==> config.mk <==
export PLATFORM = sky130hd
export DESIGN_NAME = tdbd_dma
export DESIGN_NICKNAME = d
export VERILOG_FILES = /design/src/tdbd_dma.v
export VERILOG_INCLUDE_DIRS = /design/src /design/src/src
export SDC_FILE = /design/constraint.sdc
export NUM_CORES = 1
export LEC_CHECK = 0
export ABC_CLOCK_PERIOD_IN_PS = 11900
export BUFFER_PORTS_ARGS = -buffer_cell sky130_fd_sc_hd__buf_2
export CORE_UTILIZATION = 50
export CTS_CLUSTER_SIZE = 25
export DETAILED_ROUTE_END_ITERATION = 10
export PLACE_DENSITY = 0.66
export SETUP_SLACK_MARGIN = 0.5
export SLEW_MARGIN = 30
export SYNTH_ARGS = -nofsm -noshare
export SYNTH_HDL_FRONTEND = slang
export SYNTH_SLANG_ARGS = --single-unit
==> constraint.sdc <==
create_clock -name core_clk -period 11.9 [get_ports core_clk]
set_input_delay 0.595 -clock core_clk [delete_from_list [all_inputs] [get_ports core_clk]]
set_output_delay 0.595 -clock core_clk [all_outputs]
set_load 0.01 [all_outputs]
==> src/tdbd_defines.vh <==
// Register offsets, field positions and reset values of the two-channel byte DMA
`ifndef TDBD_DEFINES_VH
`define TDBD_DEFINES_VH

// ****************************************************************
// Register offsets
// ****************************************************************
`define TDBD_OFS_STATUS 8'h3f
`define TDBD_OFS_MODE 8'h40
`define TDBD_OFS_SRC_LO 8'h41
`define TDBD_OFS_SRC_HI 8'h42
`define TDBD_OFS_DST_LO 8'h43
`define TDBD_OFS_DST_HI 8'h44
`define TDBD_OFS_CNT_LO 8'h45
`define TDBD_OFS_CNT_HI 8'h46
`define TDBD_OFS_RQC0 8'h47
`define TDBD_OFS_RQC1 8'h48

// ****************************************************************
// Status/config fields
// ****************************************************************
`define TDBD_SC_UF0 0
`define TDBD_SC_SF0 1
`define TDBD_SC_UF1 2
`define TDBD_SC_SF1 3
`define TDBD_SC_SUSP_ALL 4
`define TDBD_SC_INHIBIT 5
`define TDBD_SC_VIEW 7

// ****************************************************************
// Channel mode fields
// ****************************************************************
`define TDBD_MD_SRC_DIR 0
`define TDBD_MD_SRC_EN 1
`define TDBD_MD_DST_DIR 2
`define TDBD_MD_DST_EN 3
`define TDBD_MD_LATCH_ONLY 4
`define TDBD_MD_STOP_UF 5
`define TDBD_MD_RELOAD 6
`define TDBD_MD_BURST 7
`define TDBD_MD_STORE_MASK 8'hbf

// ****************************************************************
// Request control fields
// ****************************************************************
`define TDBD_RQ_SEL_HI 3
`define TDBD_RQ_KICK 4
`define TDBD_RQ_PACE 5
`define TDBD_RQ_CLR 6
`define TDBD_RQ_ON 7
`define TDBD_RQ_STORE_MASK 8'haf

// ****************************************************************
// Reset values
// ****************************************************************
`define TDBD_RST_BYTE 8'h00
`define TDBD_RST_WORD 16'h0000

`endif

==> src/tdbd_dma.v <==
// Two-channel byte DMA engine with register port and on-chip bus master
//
// Our own choice: the strobed register port.
`timescale 1ns/10ps
`include "tdbd_defines.vh"

module tdbd_dma (
   // Clock and reset
   input wire core_clk,
   input wire reset,
   // Register port
   input wire [7:0] reg_addr,
   input wire [7:0] reg_wdata,
   input wire reg_wr,
   input wire reg_rd,
   output reg [7:0] reg_rdata,
   // Request sources, bit 0 of hw_src0 and hw_src1 unused
   input wire [15:0] hw_src0,
   input wire [15:0] hw_src1,
   input wire [1:0] pkt_done,
   // CPU handshake
   input wire cpu_iflag,
   input wire irq_req,
   output reg cpu_hold,
   // On-chip bus master
   output reg [15:0] mem_addr,
   output reg [7:0] mem_wdata,
   output reg mem_rd,
   output reg mem_wr,
   input wire [7:0] mem_rdata
);

   localparam ST_IDLE = 2'h0;
   localparam ST_RD = 2'h1;
   localparam ST_DAT = 2'h2;
   localparam ST_WR = 2'h3;

   // ****************************************************************
   // Helper functions
   // ****************************************************************

   // Post-transfer address update
   function [15:0] step_addr;
      input [15:0] a;
      input en;
      input dir;
      begin
         if (!en)
            step_addr = a;
         else if (dir)
            step_addr = a - 16'h0001;
         else
            step_addr = a + 16'h0001;
      end
   endfunction

   // Replace one byte of a word
   function [15:0] put_byte;
      input [15:0] old;
      input hi;
      input [7:0] b;
      begin
         put_byte = hi ? {b, old[7:0]} : {old[15:8], b};
      end
   endfunction

   // A channel may be given the bus
   function chan_ok;
      input on;
      input sf;
      input want;
      input burst;
      input blk_b;
      input blk_s;
      begin
         chan_ok = on & ~sf & want & ~(burst ? blk_b : blk_s);
      end
   endfunction

   // ****************************************************************
   // State
   // ****************************************************************
   reg [7:0] mode_r [0:1];
   reg [7:0] rqc_r [0:1];
   reg [15:0] src_r [0:1];
   reg [15:0] dst_r [0:1];
   reg [15:0] cnt_r [0:1];
   reg [15:0] srcl_r [0:1];
   reg [15:0] dstl_r [0:1];
   reg [15:0] cntl_r [0:1];
   reg [15:0] sa_r [0:1];
   reg [15:0] sb_r [0:1];
   reg [1:0] selq_r;
   reg [1:0] uf_r;
   reg [1:0] sf_r;
   reg [1:0] pend_r;
   reg [1:0] busy_r;
   reg view_r;
   reg inhibit_r;
   reg susp_all_r;
   reg fair_r;
   reg iflag_q_r;
   reg cur_r;
   reg [1:0] state_r;
   reg [7:0] rd_nxt;
   integer i;

   // ****************************************************************
   // Combinational decode
   // ****************************************************************
   wire vc = view_r;
   wire [1:0] on = {rqc_r[1][`TDBD_RQ_ON], rqc_r[0][`TDBD_RQ_ON]};
   wire [1:0] burst = {mode_r[1][`TDBD_MD_BURST], mode_r[0][`TDBD_MD_BURST]};
   wire [3:0] sel0 = rqc_r[0][`TDBD_RQ_SEL_HI:0];
   wire [3:0] sel1 = rqc_r[1][`TDBD_RQ_SEL_HI:0];
   // Code zero picks no hardware line, so only the soft kick remains
   wire [1:0] hw_rise = {
      (sel1 != 4'h0) & sb_r[1][sel1] & ~selq_r[1],
      (sel0 != 4'h0) & sb_r[0][sel0] & ~selq_r[0]};
   // Bursts wait out interrupt service; singles only with suspend-all
   wire blk_b = cpu_iflag | irq_req;
   wire blk_s = susp_all_r & blk_b;
   wire [1:0] want = busy_r | pend_r;
   wire [1:0] elig = {
      chan_ok(on[1], sf_r[1], want[1], burst[1], blk_b, blk_s),
      chan_ok(on[0], sf_r[0], want[0], burst[0], blk_b, blk_s)};
   // Channel 0 wins unless channel 1 holds its fairness slot
   wire pick = (fair_r & elig[1]) | ~elig[0];
   wire [7:0] cmode = mode_r[cur_r];
   wire last = ~burst[cur_r] | (cnt_r[cur_r] == 16'h0000);
   wire [15:0] nsrc = step_addr(src_r[cur_r], cmode[`TDBD_MD_SRC_EN],
      cmode[`TDBD_MD_SRC_DIR]);
   wire [15:0] ndst = step_addr(dst_r[cur_r], cmode[`TDBD_MD_DST_EN],
      cmode[`TDBD_MD_DST_DIR]);
   wire pre0 = cur_r & elig[0];
   wire stop = last | pre0 | (cur_r & fair_r) | blk_b | ~on[cur_r];
   wire wr_hi = (reg_addr == `TDBD_OFS_SRC_HI) | (reg_addr == `TDBD_OFS_DST_HI) |
      (reg_addr == `TDBD_OFS_CNT_HI);
   wire latch_only = mode_r[vc][`TDBD_MD_LATCH_ONLY];
   wire iflag_fall = iflag_q_r & ~cpu_iflag;

   // Read multiplexer; write-only action bits read as zero
   always @* begin
      rd_nxt = 8'h00;
      case (reg_addr)
         `TDBD_OFS_STATUS: rd_nxt = {view_r, 1'b0, inhibit_r, susp_all_r,
            sf_r[1], uf_r[1], sf_r[0], uf_r[0]};
         `TDBD_OFS_MODE: rd_nxt = mode_r[vc] & `TDBD_MD_STORE_MASK;
         `TDBD_OFS_SRC_LO: rd_nxt = src_r[vc][7:0];
         `TDBD_OFS_SRC_HI: rd_nxt = src_r[vc][15:8];
         `TDBD_OFS_DST_LO: rd_nxt = dst_r[vc][7:0];
         `TDBD_OFS_DST_HI: rd_nxt = dst_r[vc][15:8];
         `TDBD_OFS_CNT_LO: rd_nxt = cnt_r[vc][7:0];
         `TDBD_OFS_CNT_HI: rd_nxt = cnt_r[vc][15:8];
         `TDBD_OFS_RQC0: rd_nxt = rqc_r[0];
         `TDBD_OFS_RQC1: rd_nxt = rqc_r[1];
         default: rd_nxt = 8'h00;
      endcase
   end

   // ****************************************************************
   // Registers, request capture and transfer engine
   // ****************************************************************

   // One process so hardware events are written last and beat software
   always @(posedge core_clk or posedge reset) begin
      if (reset) begin
         for (i = 0; i < 2; i = i + 1) begin
            mode_r[i] <= `TDBD_RST_BYTE;
            rqc_r[i] <= `TDBD_RST_BYTE;
            src_r[i] <= `TDBD_RST_WORD;
            dst_r[i] <= `TDBD_RST_WORD;
            cnt_r[i] <= `TDBD_RST_WORD;
            srcl_r[i] <= `TDBD_RST_WORD;
            dstl_r[i] <= `TDBD_RST_WORD;
            cntl_r[i] <= `TDBD_RST_WORD;
            sa_r[i] <= `TDBD_RST_WORD;
            sb_r[i] <= `TDBD_RST_WORD;
         end
         selq_r <= 2'h0;
         uf_r <= 2'h0;
         sf_r <= 2'h0;
         pend_r <= 2'h0;
         busy_r <= 2'h0;
         view_r <= 1'b0;
         inhibit_r <= 1'b0;
         susp_all_r <= 1'b0;
         fair_r <= 1'b0;
         iflag_q_r <= 1'b0;
         cur_r <= 1'b0;
         state_r <= ST_IDLE;
         reg_rdata <= 8'h00;
         cpu_hold <= 1'b0;
         mem_addr <= 16'h0000;
         mem_wdata <= 8'h00;
         mem_rd <= 1'b0;
         mem_wr <= 1'b0;
      end else begin
         reg_rdata <= reg_rd ? rd_nxt : 8'h00;
         iflag_q_r <= cpu_iflag;

         // Two-stage capture of request lines, then edge memory
         for (i = 0; i < 2; i = i + 1) begin
            sa_r[i] <= (i == 0) ? hw_src0 : hw_src1;
            sb_r[i] <= sa_r[i];
         end
         selq_r <= {sb_r[1][sel1], sb_r[0][sel0]};

         // Returning from interrupt service releases suspended channels
         if (iflag_fall)
            sf_r <= 2'h0;

         // Status/config: underflow flags clear by writing zero
         if (reg_wr && reg_addr == `TDBD_OFS_STATUS) begin
            uf_r <= uf_r & {reg_wdata[`TDBD_SC_UF1], reg_wdata[`TDBD_SC_UF0]};
            susp_all_r <= reg_wdata[`TDBD_SC_SUSP_ALL];
            inhibit_r <= reg_wdata[`TDBD_SC_INHIBIT];
            view_r <= reg_wdata[`TDBD_SC_VIEW];
         end

         // Mode register of the viewed channel; reload bit is an action
         if (reg_wr && reg_addr == `TDBD_OFS_MODE) begin
            mode_r[vc] <= reg_wdata & `TDBD_MD_STORE_MASK;
            if (reg_wdata[`TDBD_MD_RELOAD]) begin
               src_r[vc] <= srcl_r[vc];
               dst_r[vc] <= dstl_r[vc];
               cnt_r[vc] <= cntl_r[vc];
            end
         end

         // Address and count bytes land in the latch, and in the live copy unless latch-only is set
         if (reg_wr) begin
            case (reg_addr)
               `TDBD_OFS_SRC_LO, `TDBD_OFS_SRC_HI: begin
                  srcl_r[vc] <= put_byte(srcl_r[vc], wr_hi, reg_wdata);
                  if (!latch_only)
                     src_r[vc] <= put_byte(src_r[vc], wr_hi, reg_wdata);
               end
               `TDBD_OFS_DST_LO, `TDBD_OFS_DST_HI: begin
                  dstl_r[vc] <= put_byte(dstl_r[vc], wr_hi, reg_wdata);
                  if (!latch_only)
                     dst_r[vc] <= put_byte(dst_r[vc], wr_hi, reg_wdata);
               end
               `TDBD_OFS_CNT_LO, `TDBD_OFS_CNT_HI: begin
                  cntl_r[vc] <= put_byte(cntl_r[vc], wr_hi, reg_wdata);
                  if (!latch_only)
                     cnt_r[vc] <= put_byte(cnt_r[vc], wr_hi, reg_wdata);
               end
               default: begin
               end
            endcase
         end

         // Request control: enable, pacing, source select and actions
         for (i = 0; i < 2; i = i + 1) begin
            if (reg_wr && reg_addr == ((i == 0) ? `TDBD_OFS_RQC0 : `TDBD_OFS_RQC1)) begin
               rqc_r[i] <= reg_wdata & `TDBD_RQ_STORE_MASK;
               if (reg_wdata[`TDBD_RQ_CLR])
                  pend_r[i] <= 1'b0;
               if (reg_wdata[`TDBD_RQ_ON] && sf_r[i])
                  sf_r[i] <= 1'b0;
            end
         end

         // Packet completion of a paced channel
         for (i = 0; i < 2; i = i + 1) begin
            if (pkt_done[i] && rqc_r[i][`TDBD_RQ_PACE]) begin
               if (!inhibit_r) begin
                  src_r[i] <= srcl_r[i];
                  dst_r[i] <= dstl_r[i];
                  cnt_r[i] <= cntl_r[i];
               end
               if (mode_r[i][`TDBD_MD_STOP_UF])
                  rqc_r[i][`TDBD_RQ_ON] <= 1'b0;
            end
         end

         // Transfer engine; the bus is grabbed only by a channel that interrupt service does not block
         case (state_r)
            ST_IDLE: begin
               // CPU owns this cycle, which spaces distinct transfers
               cpu_hold <= 1'b0;
               mem_rd <= 1'b0;
               mem_wr <= 1'b0;
               if (fair_r && !elig[1])
                  fair_r <= 1'b0;
               if (|elig) begin
                  cur_r <= pick;
                  if (!busy_r[pick]) begin
                     pend_r[pick] <= 1'b0;
                     busy_r[pick] <= 1'b1;
                  end
                  mem_addr <= src_r[pick];
                  mem_rd <= 1'b1;
                  cpu_hold <= 1'b1;
                  state_r <= ST_RD;
               end
            end
            ST_RD: begin
               mem_rd <= 1'b0;
               state_r <= ST_DAT;
            end
            ST_DAT: begin
               mem_addr <= dst_r[cur_r];
               mem_wdata <= mem_rdata;
               mem_wr <= 1'b1;
               state_r <= ST_WR;
            end
            ST_WR: begin
               mem_wr <= 1'b0;
               src_r[cur_r] <= nsrc;
               dst_r[cur_r] <= ndst;
               if (cnt_r[cur_r] == 16'h0000) begin
                  // Underflow restores the channel for its next run
                  uf_r[cur_r] <= 1'b1;
                  src_r[cur_r] <= srcl_r[cur_r];
                  dst_r[cur_r] <= dstl_r[cur_r];
                  cnt_r[cur_r] <= cntl_r[cur_r];
               end else begin
                  cnt_r[cur_r] <= cnt_r[cur_r] - 16'h0001;
               end
               if (cur_r)
                  fair_r <= 1'b0;
               if (last) begin
                  busy_r[cur_r] <= 1'b0;
                  if (!cur_r && burst[0] && busy_r[1])
                     fair_r <= 1'b1;
               end else if (irq_req && !cpu_iflag) begin
                  sf_r[cur_r] <= 1'b1;
               end
               if (stop) begin
                  // Suspended bursts keep busy and resume where they stopped
                  cpu_hold <= 1'b0;
                  state_r <= ST_IDLE;
               end else begin
                  mem_addr <= nsrc;
                  mem_rd <= 1'b1;
                  state_r <= ST_RD;
               end
            end
            default: begin
               state_r <= ST_IDLE;
            end
         endcase

         // Requests caught now survive a clear in the same cycle
         for (i = 0; i < 2; i = i + 1) begin
            if (hw_rise[i])
               pend_r[i] <= 1'b1;
            if (reg_wr && reg_wdata[`TDBD_RQ_KICK] &&
                reg_addr == ((i == 0) ? `TDBD_OFS_RQC0 : `TDBD_OFS_RQC1))
               pend_r[i] <= 1'b1;
         end
      end
   end

endmodule

After elaboration in Yosys (flattened, before gate mapping):

Index checks and enable logic that the tools add are counted.

* logic and storage cells: 342
* output and inout port bits: 35
* bits of input ports: 64
* flip-flop bits (word level): 337

* magnitude comparators: 11
* multiplexer cells: 177
* eq/ne operators: 19
* reductions and logical operators: 44
* add/sub/neg operators: 5
* bitwise gates (word level): 46

Operators by type and width (number)
* $mux W16: 65
* $mux W32: 21
* $bwmux W32: 15
* $pmux W8 S10: 1
* $eq A8 B7 Y1 const B: 9
* $mux W8: 7
* $pmux W16 S3: 1
* $sub A16 B1 Y16 const B: 3
* $mux W1: 36
* $add A16 B1 Y16 const B: 2
* $demux W16 S1: 2
* $mux W2: 14
* $logic_and A1 B1 Y1: 19
* $bwmux W16: 1
* $logic_not A16 Y1: 1
* $and A1 B1 Y1: 15
* $reduce_and A2 Y1: 7
* $mux W4: 3
* $ne A2 B2 Y1 const B: 6
* $lt A4 B5 Y1 const B: 2
* $not A1 Y1: 10
* $reduce_or A2 Y1: 5
* $or A1 B1 Y1: 9
* $bmux W1 S4: 2
* 24 further kinds: 46

Logic depth before layout (Yosys ltp):

Gate-level depths: netlist of the first run.

* depth after elaboration: 18
* mapped depth: 18
* mapped depth without buffers: 12

Worst setup path after synthesis of the first run:

No wires, ideal clock.

* path kind: flip-flop to flip-flop
* start point: reg cur_r
* end point: reg dst_r[15] (netlist name)
* stages on the path, launching flop included: 17
* required time: 11.761 ns
* period minus slack after synthesis: 4.165 ns
* library setup time: 0.139 ns
* path buffers: 5
* slack: 7.735 ns
* arrival time: 4.026 ns
* cells stage by stage: dfrtp_1 buf_2 buf_2 buf_2 buf_2 buf_1 mux2_2 ha_1 a21oi_1 o221ai_1 a211oi_1 a21oi_1 a41o_1 nor4_1 a311oi_1 xnor2_1 o221ai_1

* longest elaborated chain between the ends: 11
* elaborated cells between the ends (all ways): 27
* classes of those cells: add/sub (2); order compare (2); mux (20); bitwise (1); reduce/logical (2)

RTL lines
* start, declared: line tdbd_dma.v:103 `reg cur_r;`
* start signal, assigned: line tdbd_dma.v:288 `cur_r <= pick;`
* $not A1 Y2 (implied by the code) (*)
* $mux W16 (implied by the code) (3 in a row): line tdbd_dma.v:133 `` wire [15:0] ndst = step_addr(dst_r[cur_r], cmode[`TDBD_MD_DST_EN], ``
* $add A16 B1 Y16 / $sub A16 B1 Y16 (equally long branches): line tdbd_dma.v:53, tdbd_dma.v:51
* $mux W16: line tdbd_dma.v:50 `else if (dir)`
* $mux W16: line tdbd_dma.v:48 `if (!en)`
* $bwmux W32: line tdbd_dma.v:312 `dst_r[cur_r] <= ndst;`
* $bwmux W32: line tdbd_dma.v:317 `dst_r[cur_r] <= dstl_r[cur_r];`
* $mux W32 (*): line tdbd_dma.v:313 `if (cnt_r[cur_r] == 16'h0000) begin`
* $mux W32 (*): line tdbd_dma.v:279 `case (state_r)`
* end signal, assigned by index: line tdbd_dma.v:270 `dst_r[i] <= dstl_r[i];`
* end signal, assigned by index: line tdbd_dma.v:312
* end signal, assigned by index: line tdbd_dma.v:317
* end, declared: line tdbd_dma.v:86 `reg [15:0] dst_r [0:1];`

Every way passes the cells marked *; elsewhere a longest branch is shown, timed or not. The select of a mux whose other input is x is not followed.
A chain may end at the register's enable or synchronous reset.

Worst setup path after layout of the first run:

* start point: reg cur_r
* end point: reg mem_addr[14]

* longest elaborated chain between the ends: 12
* elaborated cells between the ends (all ways): 35
* classes of those cells: add/sub (2); eq/ne (1); mux (20); bitwise (10); reduce/logical (2)

RTL lines
* branches (longest 12 deep; another with $add A16 B1 Y16)
* end signal, assigned: line tdbd_dma.v:293 `mem_addr <= src_r[pick];`
* end signal, assigned: line tdbd_dma.v:304 `mem_addr <= dst_r[cur_r];`
* end signal, assigned: line tdbd_dma.v:336 `mem_addr <= nsrc;`
* end, declared: line tdbd_dma.v:26 `output reg [15:0] mem_addr,`

Parallel ways; which one is timed is not known. The select of a mux whose other input is x is not followed.

==> out/metrics.csv, run 1 <==
stage;metric;value;unit
synth;syn_nets;2075;
sta;Tmin final;4.82;ns
final_layout;fin util;56.9;%
critical_path;CP Max Fanout;41;
power;clock power share;26.9;%
critical_path;CP arrival;5.26;ns
power;switching part of the total;39.5;%
routing;via count;16892;
critical_path;startpoint class of the critical path;flip-flop;
synth;count leader, synth;dfrtp_1;
critical_path;RR Startpoint;cur_r$_DFFE_PP0P_;
synth;number of flops mapped to enable cells by yosys;0;
global_route;initial antenna violation count;1;
global_route;GR Overflow Total;0;
sta;Final Slew Violations;0;
floorplanning;Core Rows;71;
power;Comb pwr share;40.7;%
sta;Final Cycle Share;40.5;%
global_route;first-pass GRT wire length;102000;µm
place;Placed Area;0.0199;mm²
floorplanning;I/O pin total;99;
hold_path;WHS Path Cells;1;
clock_tree;clk root buf;clkbuf_16;
flow_run;max-cap violations;0;
floorplanning;Core ar.;0.0376;mm²
sta;skew final;0.0415;ns
power;internal cell power;3010;µW
floorplanning;die width;197;µm
power;leak pwr;0.00962;µW
hold_path;Hold Path Class;in2reg;
clock_tree;Skew-Pair Late Insertion Delay;0.60;ns
power;PwrDens;233;mW/mm²
floorplanning;Die Ht;197;µm
power;NetSw;1970;µW
synth;largest area contributor in the netlist;dfrtp_1;
critical_path;Crit. End Element;flip-flop;
sta;setup_tns;0;ns
synth;Synth Area per Inst;9.66;µm²
clock_tree;Num Clock Sinks;335;
hold_path;hold path start;hw_src1[13];
synth;ranking of synthesized cells by area;dfrtp_1 (44%), mux2_2 (8.8%), mux2i_1 (4.7%), nand2_1 (4.6%), a21oi_1 (4.1%);
synth;Cells after Synth;1975;
global_route;largest net degree at the start of global routing;109;
final_layout;area delta synth->final;12.1;%
synth;Yosys reg bits;335;
final_layout;fin nets;2109;
sta;Max Freq;208;MHz
power;Max VDD drop;0.124;mV
clock_tree;htree depth;2;
routing;DRT iter0 DRCs;1984;
clock_tree;TritonCTS clock tree;done;
synth;Yosys top cell area share;43.9;%
synth;synthesized area;0.0191;mm²
clock_tree;Post-CTS Hold Buffers;0;
place;IO Port Bufs;98;
clock_tree;CTS max path bufs;3;
routing;1st-pass router iterations;8;
synth;Seq/Total Area, Yosys;43.9;%
synth;Yosys warnings;0;
sta;# setup viols final;0;
sta;slew margin rel.;23.8;%
clock_tree;Post-CTS Setup Repair Bufs;0;
sta;Tightest Pin Transition;1.14;ns
hold_path;Worst Hold End;sa_r[13]$_DFF_PP0_;
routing;Routed Antenna Nets;0;
clock_tree;number of buffers created by CTS;38;
sta;unrepaired setup endpoints after global routing;no;
floorplanning;die area;0.0390;mm²
routing;drt drc;0;
synth;main flop type after synthesis;dfrtp_1;
place;Routability Congestion;0.991;
final_layout;layout cells sized above 1;19.2;%
floorplanning;initial core utilization;50.8;%
routing;WL final;67000;µm
sta;final hold viol count;0;
critical_path;Req. time, crit path;12.35;ns
routing;routed len/inst;26.3;µm
routing;DR vias/cell;6.62;
synth;Commonest cells post-synth;dfrtp_1 (335), nand2_1 (235), nor2_1 (163), a21oi_1 (155);
synth;library cells used by synthesis;81;
clock_tree;PostCTS Resize Cnt;0;
global_route;total track usage;35.1;%
critical_path;reg2reg end;mem_addr[14]$_DFFE_PP0P_;
clock_tree;CTS clk-pin slew, worst paths;0.06;ns
power;Seq pwr share;32.4;%
place;DP Wirelength;44900;µm
global_route;vias in the first global route;16330;
status;outcome;finished clean;
critical_path;R2R depth;13;
final_layout;Design Area, Final;0.0214;mm²
critical_path;R2R Setup Slk;7.08;ns
critical_path;Crit Path Class;reg2reg;
synth;Synth async-reset ratio;100;%
[final cells by class]
| type | count | area (µm²) |
|---|---|---|
| inverter | 22 | 90.1 |
| clock inverter | 15 | 315 |
| timing repair buffer | 126 | 721 |
| clock buffer | 53 | 1120 |
| fill | 3278 | 16200 |
| antenna | 2 | 5.00 |
| tap | 511 | 639 |
| multi-input combinational | 1486 | 10100 |
| sequential | 335 | 8390 |
[registers in the layout (all words and copies together) (netlist names), 2 cells and up]
register	flops
cntl_r	32
sf_r	2
dstl_r	32
rqc_r	10
dst_r	32
uf_r	2
busy_r	2
selq_r	2
mem_wdata	8
cnt_r	32
burst	2
state_r	2
srcl_r	32
mem_addr	16
sb_r	32
sa_r	32
mode_r	12
reg_rdata	8
pend_r	2
on	2
src_r	32
[critical path, cell delays in order (launching register included)]
cell and delay [ns]:
dfrtp_2 0.34, buf_4 0.41, buf_4 0.63, mux2_2 0.59
fa_1 0.48, a21o_1 0.18, a21oi_1 0.27, o21ai_0 0.16
a211oi_1 0.34, o21ai_0 0.18, and3_1 0.22, or4_1 0.51
o211ai_1 0.17, o21ai_0 0.15
[layer usage]
metal	track usage [%]	routed length, µm	up-vias
met2	51.0	29300	947
met3	8.47	6780	197
met4	19.8	3550	0
met5	0.128	0	-
met1	47.8	27400	8377
li1	-	-	7371
[power by group through the flow]
stage	Sequential, µW	Combinational (µW)	Clock, µW
after detailed placement	1620	1970	0
after global routing	1640	2220	1390
final	1620	2030	1340
after global placement	1620	1940	0
after CTS	1600	1990	1350
after floorplan	1560	1440	0
[logic make-up (layout without fill, tap and decap cells)]
family,Yosys count,in the layout,share of synthesized area (%)
AO/OA/AOI/OAI,603,603,20.4
AND/OR/NAND/NOR,559,559,13.1
other,0,2,0
multiplexers,250,250,14.9
adder cells (fa/ha/maj),36,36,2.44
XOR/XNOR,38,38,1.74
flip-flops,335,335,43.9
buffers and inverters,154,216,3.51
[stage by stage]
stage                     setup WS (ns)  hold slack (ns)  instances  power, µW
after global routing               6.74           0.0970       2548       5250
after CTS                          7.15           0.0809       2548       4940
after detailed placement           7.21            0.335       2480       3590
after floorplan                    2.02            0.331       1975       3000
final                              7.08            0.101       2550       4980
after global placement             7.31            0.332       2479       3560
[worst max path at each step]
stage	slack, ns	startpoint	endpoint
2_1_floorplan	2.02	reset	burst[0]$_DFFE_PP0P_
3_3_place_gp	7.31	cur_r$_DFFE_PP0P_	src_r[14]$_DFF_PP0_
3_5_place_dp	7.21	cur_r$_DFFE_PP0P_	mem_addr[14]$_DFFE_PP0P_
4_1_cts	7.15	cur_r$_DFFE_PP0P_	mem_addr[14]$_DFFE_PP0P_
5_1_grt	6.74	cur_r$_DFFE_PP0P_	mem_addr[14]$_DFFE_PP0P_
6_report	7.08	cur_r$_DFFE_PP0P_	mem_addr[14]$_DFFE_PP0P_
[layout by cell type, fill, tap and decap left out, types with 29 or more instances in the layout]
cell type,synthesis,final
a21oi_1,155,154
buf_2,22,98
clkbuf_16,0,38
dfrtp_1,335,333
ha_1,34,34
mux2_2,149,149
mux2i_1,89,89
nand2_1,235,235
nand3_1,36,36
nor2_1,163,156
o21ai_0,149,149
o221ai_1,57,57
o22a_1,29,29
o22ai_1,42,42
Note: power is estimated with default switching activity, not from simulation.
==> run 2, diff against run 1 <==
--- a/config.mk
+++ b/config.mk
@@ -6,7 +6,8 @@
 export SDC_FILE = /design/constraint.sdc
 export NUM_CORES = 1
 export LEC_CHECK = 0
-export ABC_CLOCK_PERIOD_IN_PS = 11900
+export ABC_AREA = 1
+export ABC_CLOCK_PERIOD_IN_PS = 4470
 export BUFFER_PORTS_ARGS = -buffer_cell sky130_fd_sc_hd__buf_2
 export CORE_UTILIZATION = 50
 export CTS_CLUSTER_SIZE = 25
==> constraint.sdc (replaced) <==
create_clock -name core_clk -period 4.47 [get_ports core_clk]
set_input_delay 0.2235 -clock core_clk [delete_from_list [all_inputs] [get_ports core_clk]]
set_output_delay 0.2235 -clock core_clk [all_outputs]
set_load 0.01 [all_outputs]
==> run 2 against run 1 <==
Power rose to 2.9 times the previous value. Register-to-register slack got worse by 6.2 ns. Non-clock buffer count rose by 82. Sequential power rose to 2.5 times the previous value. Critical path depth fell by 4. Sequential cell count did not move. Synthesized cell count rose by 72%. Cell count rose by 60%. Sequential share of layout area fell by 6.1 points. Routed wire length rose by 30%. First-iteration DRC count rose by 52%.
==> out/metrics.csv, run 2 <==
stage;metric;value;unit;change
status;outcome;finished clean;;unchanged
routing;via count;24139;;was 16892
synth;synthesized area;0.0224;mm²;was 0.0191 mm²
synth;Cells after Synth;3393;;was 1975
final_layout;Design Area, Final;0.0253;mm²;was 0.0214 mm²
floorplanning;Die Ht;213;µm;was 197 µm
place;Placed Area;0.0233;mm²;was 0.0199 mm²
clock_tree;Num Clock Sinks;335;;unchanged
sta;Final Cycle Share;80.4;%;was 40.5%
global_route;initial antenna violation count;2;;was 1
synth;syn_nets;3493;;was 2075
synth;Commonest cells post-synth;nand2_1 (1172), o21ai_0 (409), inv_1 (361), dfrtp_1 (335), nand3_1 (219);;was dfrtp_1 (335), nand2_1 (235), nor2_1 (163), a21oi_1 (155)
critical_path;Crit Path Class;reg2reg;;unchanged
routing;DR WL met3;10500;µm;was 6780 µm
final_layout;Inserted Diodes;0;;was 2
synth;ranking of synthesized cells by area;dfrtp_1 (37%), nand2_1 (20%), o21ai_0 (9.2%), inv_1 (6.1%), nand3_1 (4.9%);;was dfrtp_1 (44%), mux2_2 (8.8%), mux2i_1 (4.7%), nand2_1 (4.6%), a21oi_1 (4.1%)
critical_path;most frequent cell on the critical path;nor2_2;;was o21ai_0
hold_path;Hold Path Class;in2reg;;unchanged
place;IO Port Bufs;98;;unchanged
floorplanning;Core ar.;0.0441;mm²;was 0.0376 mm²
sta;Tightest Pin Transition;1.06;ns;was 1.14 ns
clock_tree;CTS max path bufs;3;;unchanged
synth;Yosys reg bits;335;;unchanged
power;Max VDD drop;0.373;mV;was 0.124 mV
synth;Synth Area per Inst;6.59;µm²;was 9.66 µm²
sta;Max Freq;278;MHz;was 208 MHz
synth;Synth async-reset ratio;100;%;unchanged
critical_path;CP Cell Sequence;buf_4 -> o21ai_1 -> nor2_1 -> inv_1 -> nor2_2 -> nand2_2 -> nor2_2 -> nand2_1 -> nand3_1;;was buf_4 -> buf_4 -> mux2_2 -> fa_1 -> a21o_1 -> a21oi_1 -> o21ai_0 -> a211oi_1 -> o21ai_0 -> and3_1 -> or4_1 -> o211ai_1 -> o21ai_0
floorplanning;die width;213;µm;was 197 µm
routing;DR vias/cell;5.91;;was 6.62
routing;drt drc;0;;unchanged
synth;Yosys top cell area share;37.5;%;was 43.9%
routing;WL final;87100;µm;was 67000 µm
routing;routed wl met2;37300;µm;was 29300 µm
final_layout;FILL cells;4345;;was 3278
flow_run;max-cap violations;0;;unchanged
global_route;total track usage;38.7;%;was 35.1%
sta;skew final;0.0286;ns;was 0.0415 ns
sta;slew margin rel.;28.6;%;was 23.8%
sta;unrepaired setup endpoints after global routing;no;;unchanged
synth;count leader, synth;nand2_1;;was dfrtp_1
floorplanning;I/O pin total;99;;unchanged
global_route;largest net degree at the start of global routing;105;;was 109
place;Routability Congestion;0.963;;was 0.991
synth;number of flops mapped to enable cells by yosys;0;;unchanged
clock_tree;htree depth;2;;unchanged
synth;main flop type after synthesis;dfrtp_1;;unchanged
final_layout;fin util;57.4;%;was 56.9%
clock_tree;CTS clk-pin slew, worst paths;0.06;ns;about the same
clock_tree;number of buffers created by CTS;41;;was 38
routing;DRT iter0 DRCs;3011;;was 1984
clock_tree;Skew-Pair Late Insertion Delay;0.61;ns;was 0.60 ns
sta;Setup WS post-layout;0.877;ns;was 7.08 ns
synth;library cells used by synthesis;49;;was 81
routing;Highest Signal Layer;met5;;was met4
routing;routed len/inst;21.3;µm;was 26.3 µm
sta;Final Slew Violations;0;;unchanged
critical_path;Crit-path slowest cell;nor2_2;;was buf_4
final_layout;fin nets;3563;;was 2109
final_layout;most common cell after layout, fill and taps aside;nand2_1;;was dfrtp_1
place;pre-CTS setup slack;0.870;ns;was 7.21 ns
final_layout;area delta synth->final;13.2;%;was 12.1%
critical_path;CP Max Fanout;35;;was 41
synth;Yosys warnings;0;;unchanged
routing;WL met1;34300;µm;was 27400 µm
routing;1st-pass router iterations;8;;unchanged
final_layout;most frequent cells in the layout;nand2_1 (1170), o21ai_0 (409), inv_1 (357);;was dfrtp_1 (333), nand2_1 (235), nor2_1 (156)
floorplanning;Core Rows;77;;was 71
synth;largest area contributor in the netlist;dfrtp_1;;unchanged
global_route;GR Overflow Total;0;;unchanged
sta;final hold viol count;0;;unchanged
clock_tree;clk root buf;clkbuf_16;;unchanged
power;PwrDens;572;mW/mm²;was 233 mW/mm²
critical_path;Crit. End Element;flip-flop;;unchanged
global_route;first-pass GRT wire length;133000;µm;was 102000 µm
sta;Tmin final;3.59;ns;was 4.82 ns
critical_path;startpoint class of the critical path;flip-flop;;unchanged
power;leak pwr;0.0128;µW;was 0.00962 µW
floorplanning;initial core utilization;50.7;%;was 50.8%
clock_tree;TritonCTS clock tree;done;;unchanged
power;total power draw;14500;µW;was 4980 µW
critical_path;crit-path max cell delay;0.89;ns;was 0.63 ns
synth;Seq/Total Area, Yosys;37.5;%;was 43.9%
critical_path;CP arrival;4.11;ns;was 5.26 ns
global_route;vias in the first global route;22699;;was 16330
place;DP Wirelength;57400;µm;was 44900 µm
clock_tree;Post-CTS Setup Repair Bufs;0;;unchanged
final_layout;layout cells sized above 1;8.07;%;was 19.2%
sta;# setup viols final;0;;unchanged
critical_path;Req. time, crit path;4.99;ns;was 12.35 ns
routing;Routed Antenna Nets;0;;unchanged
floorplanning;die area;0.0456;mm²;was 0.0390 mm²
## run 2: through the flow
step           instances  setup TNS (ns)  hold slack, ns
2_1_floorplan       3393          -77.08           0.255
3_3_place_gp        3959               0           0.230
3_5_place_dp        3959               0           0.236
4_1_cts             4085               0          0.0438
5_1_grt             4085               0          0.0778
6_report            4085               0          0.0718
## run 2: routing by layer
metal  up-vias  global-route usage [%]
met1     11165                    50.4
met5         -                       0
li1      11163                       -
met3       322                    10.3
met4         4                    21.1
met2      1485                    58.3
## run 2: where the power goes
| part | total [µW] | internal (µW) | switching (µW) | leakage (µW) |
|---|---|---|---|---|
| sequential | 4130 | 3670 | 454 | 0.00422 |
| combinational | 6630 | 2100 | 4530 | 0.00783 |
| clock | 3730 | 2260 | 1480 | 0.000733 |
## run 2: worst paths after layout
check | from | endpoint | slack, ns | depth (start not counted)
max | cur_r$_DFFE_PP0P_ | dst_r[8]$_DFF_PP0_ | 0.88 | 9
min | reg_wr | pend_r[0]$_DFF_PP0_ | 0.07 | 3
max reg2reg | cur_r$_DFFE_PP0P_ | dst_r[8]$_DFF_PP0_ | 0.88 | 9
min reg2reg | sa_r[13]$_DFF_PP0_ | sb_r[13]$_DFF_PP0_ | 0.34 | 0
max in group asynchronous | reset | dst_r[5]$_DFF_PP0_ | 3.20 | 4
min in group asynchronous | reset | cnt_r[21]$_DFF_PP0_ | 0.15 | 3
## run 2: final cells by class
cell class              count  area (µm²)  area share (%)
clock inverters            20         339            1.34
well taps                 592         741            2.93
inverters                 372        1400            5.54
clock buffers              53        1160            4.59
repair buffers            208        1500            5.94
flip-flops and latches    335        8390            33.1
multi-input cells        2505       11800            46.5
## run 2: worst max-delay path: cells and delay by family, from the launching register on
kind / cells / cell delay [ns]
AND/OR/NAND/NOR: 6 / 2.11
AO/OA/AOI/OAI: 1 / 0.18
flip-flops: 1 / 0.73
buffers and inverters: 2 / 0.43
## run 2: cell families after synthesis
| logic type | synth area share [%] |
|---|---|
| compound gates | 19.3 |
| xor+xnor | 0.666 |
| fa+ha+maj | 2.08 |
| buf+inv | 9.91 |
| flops | 37.5 |
| simple gates | 30.6 |
## run 2: what timing repair did
item / 4_1_cts / 5_1_grt
resized for setup: 0 / 1
hold buffers: 53 / 0
endpoints found under the hold margin: 80 / 0
setup endpoints to repair: 0 / 2
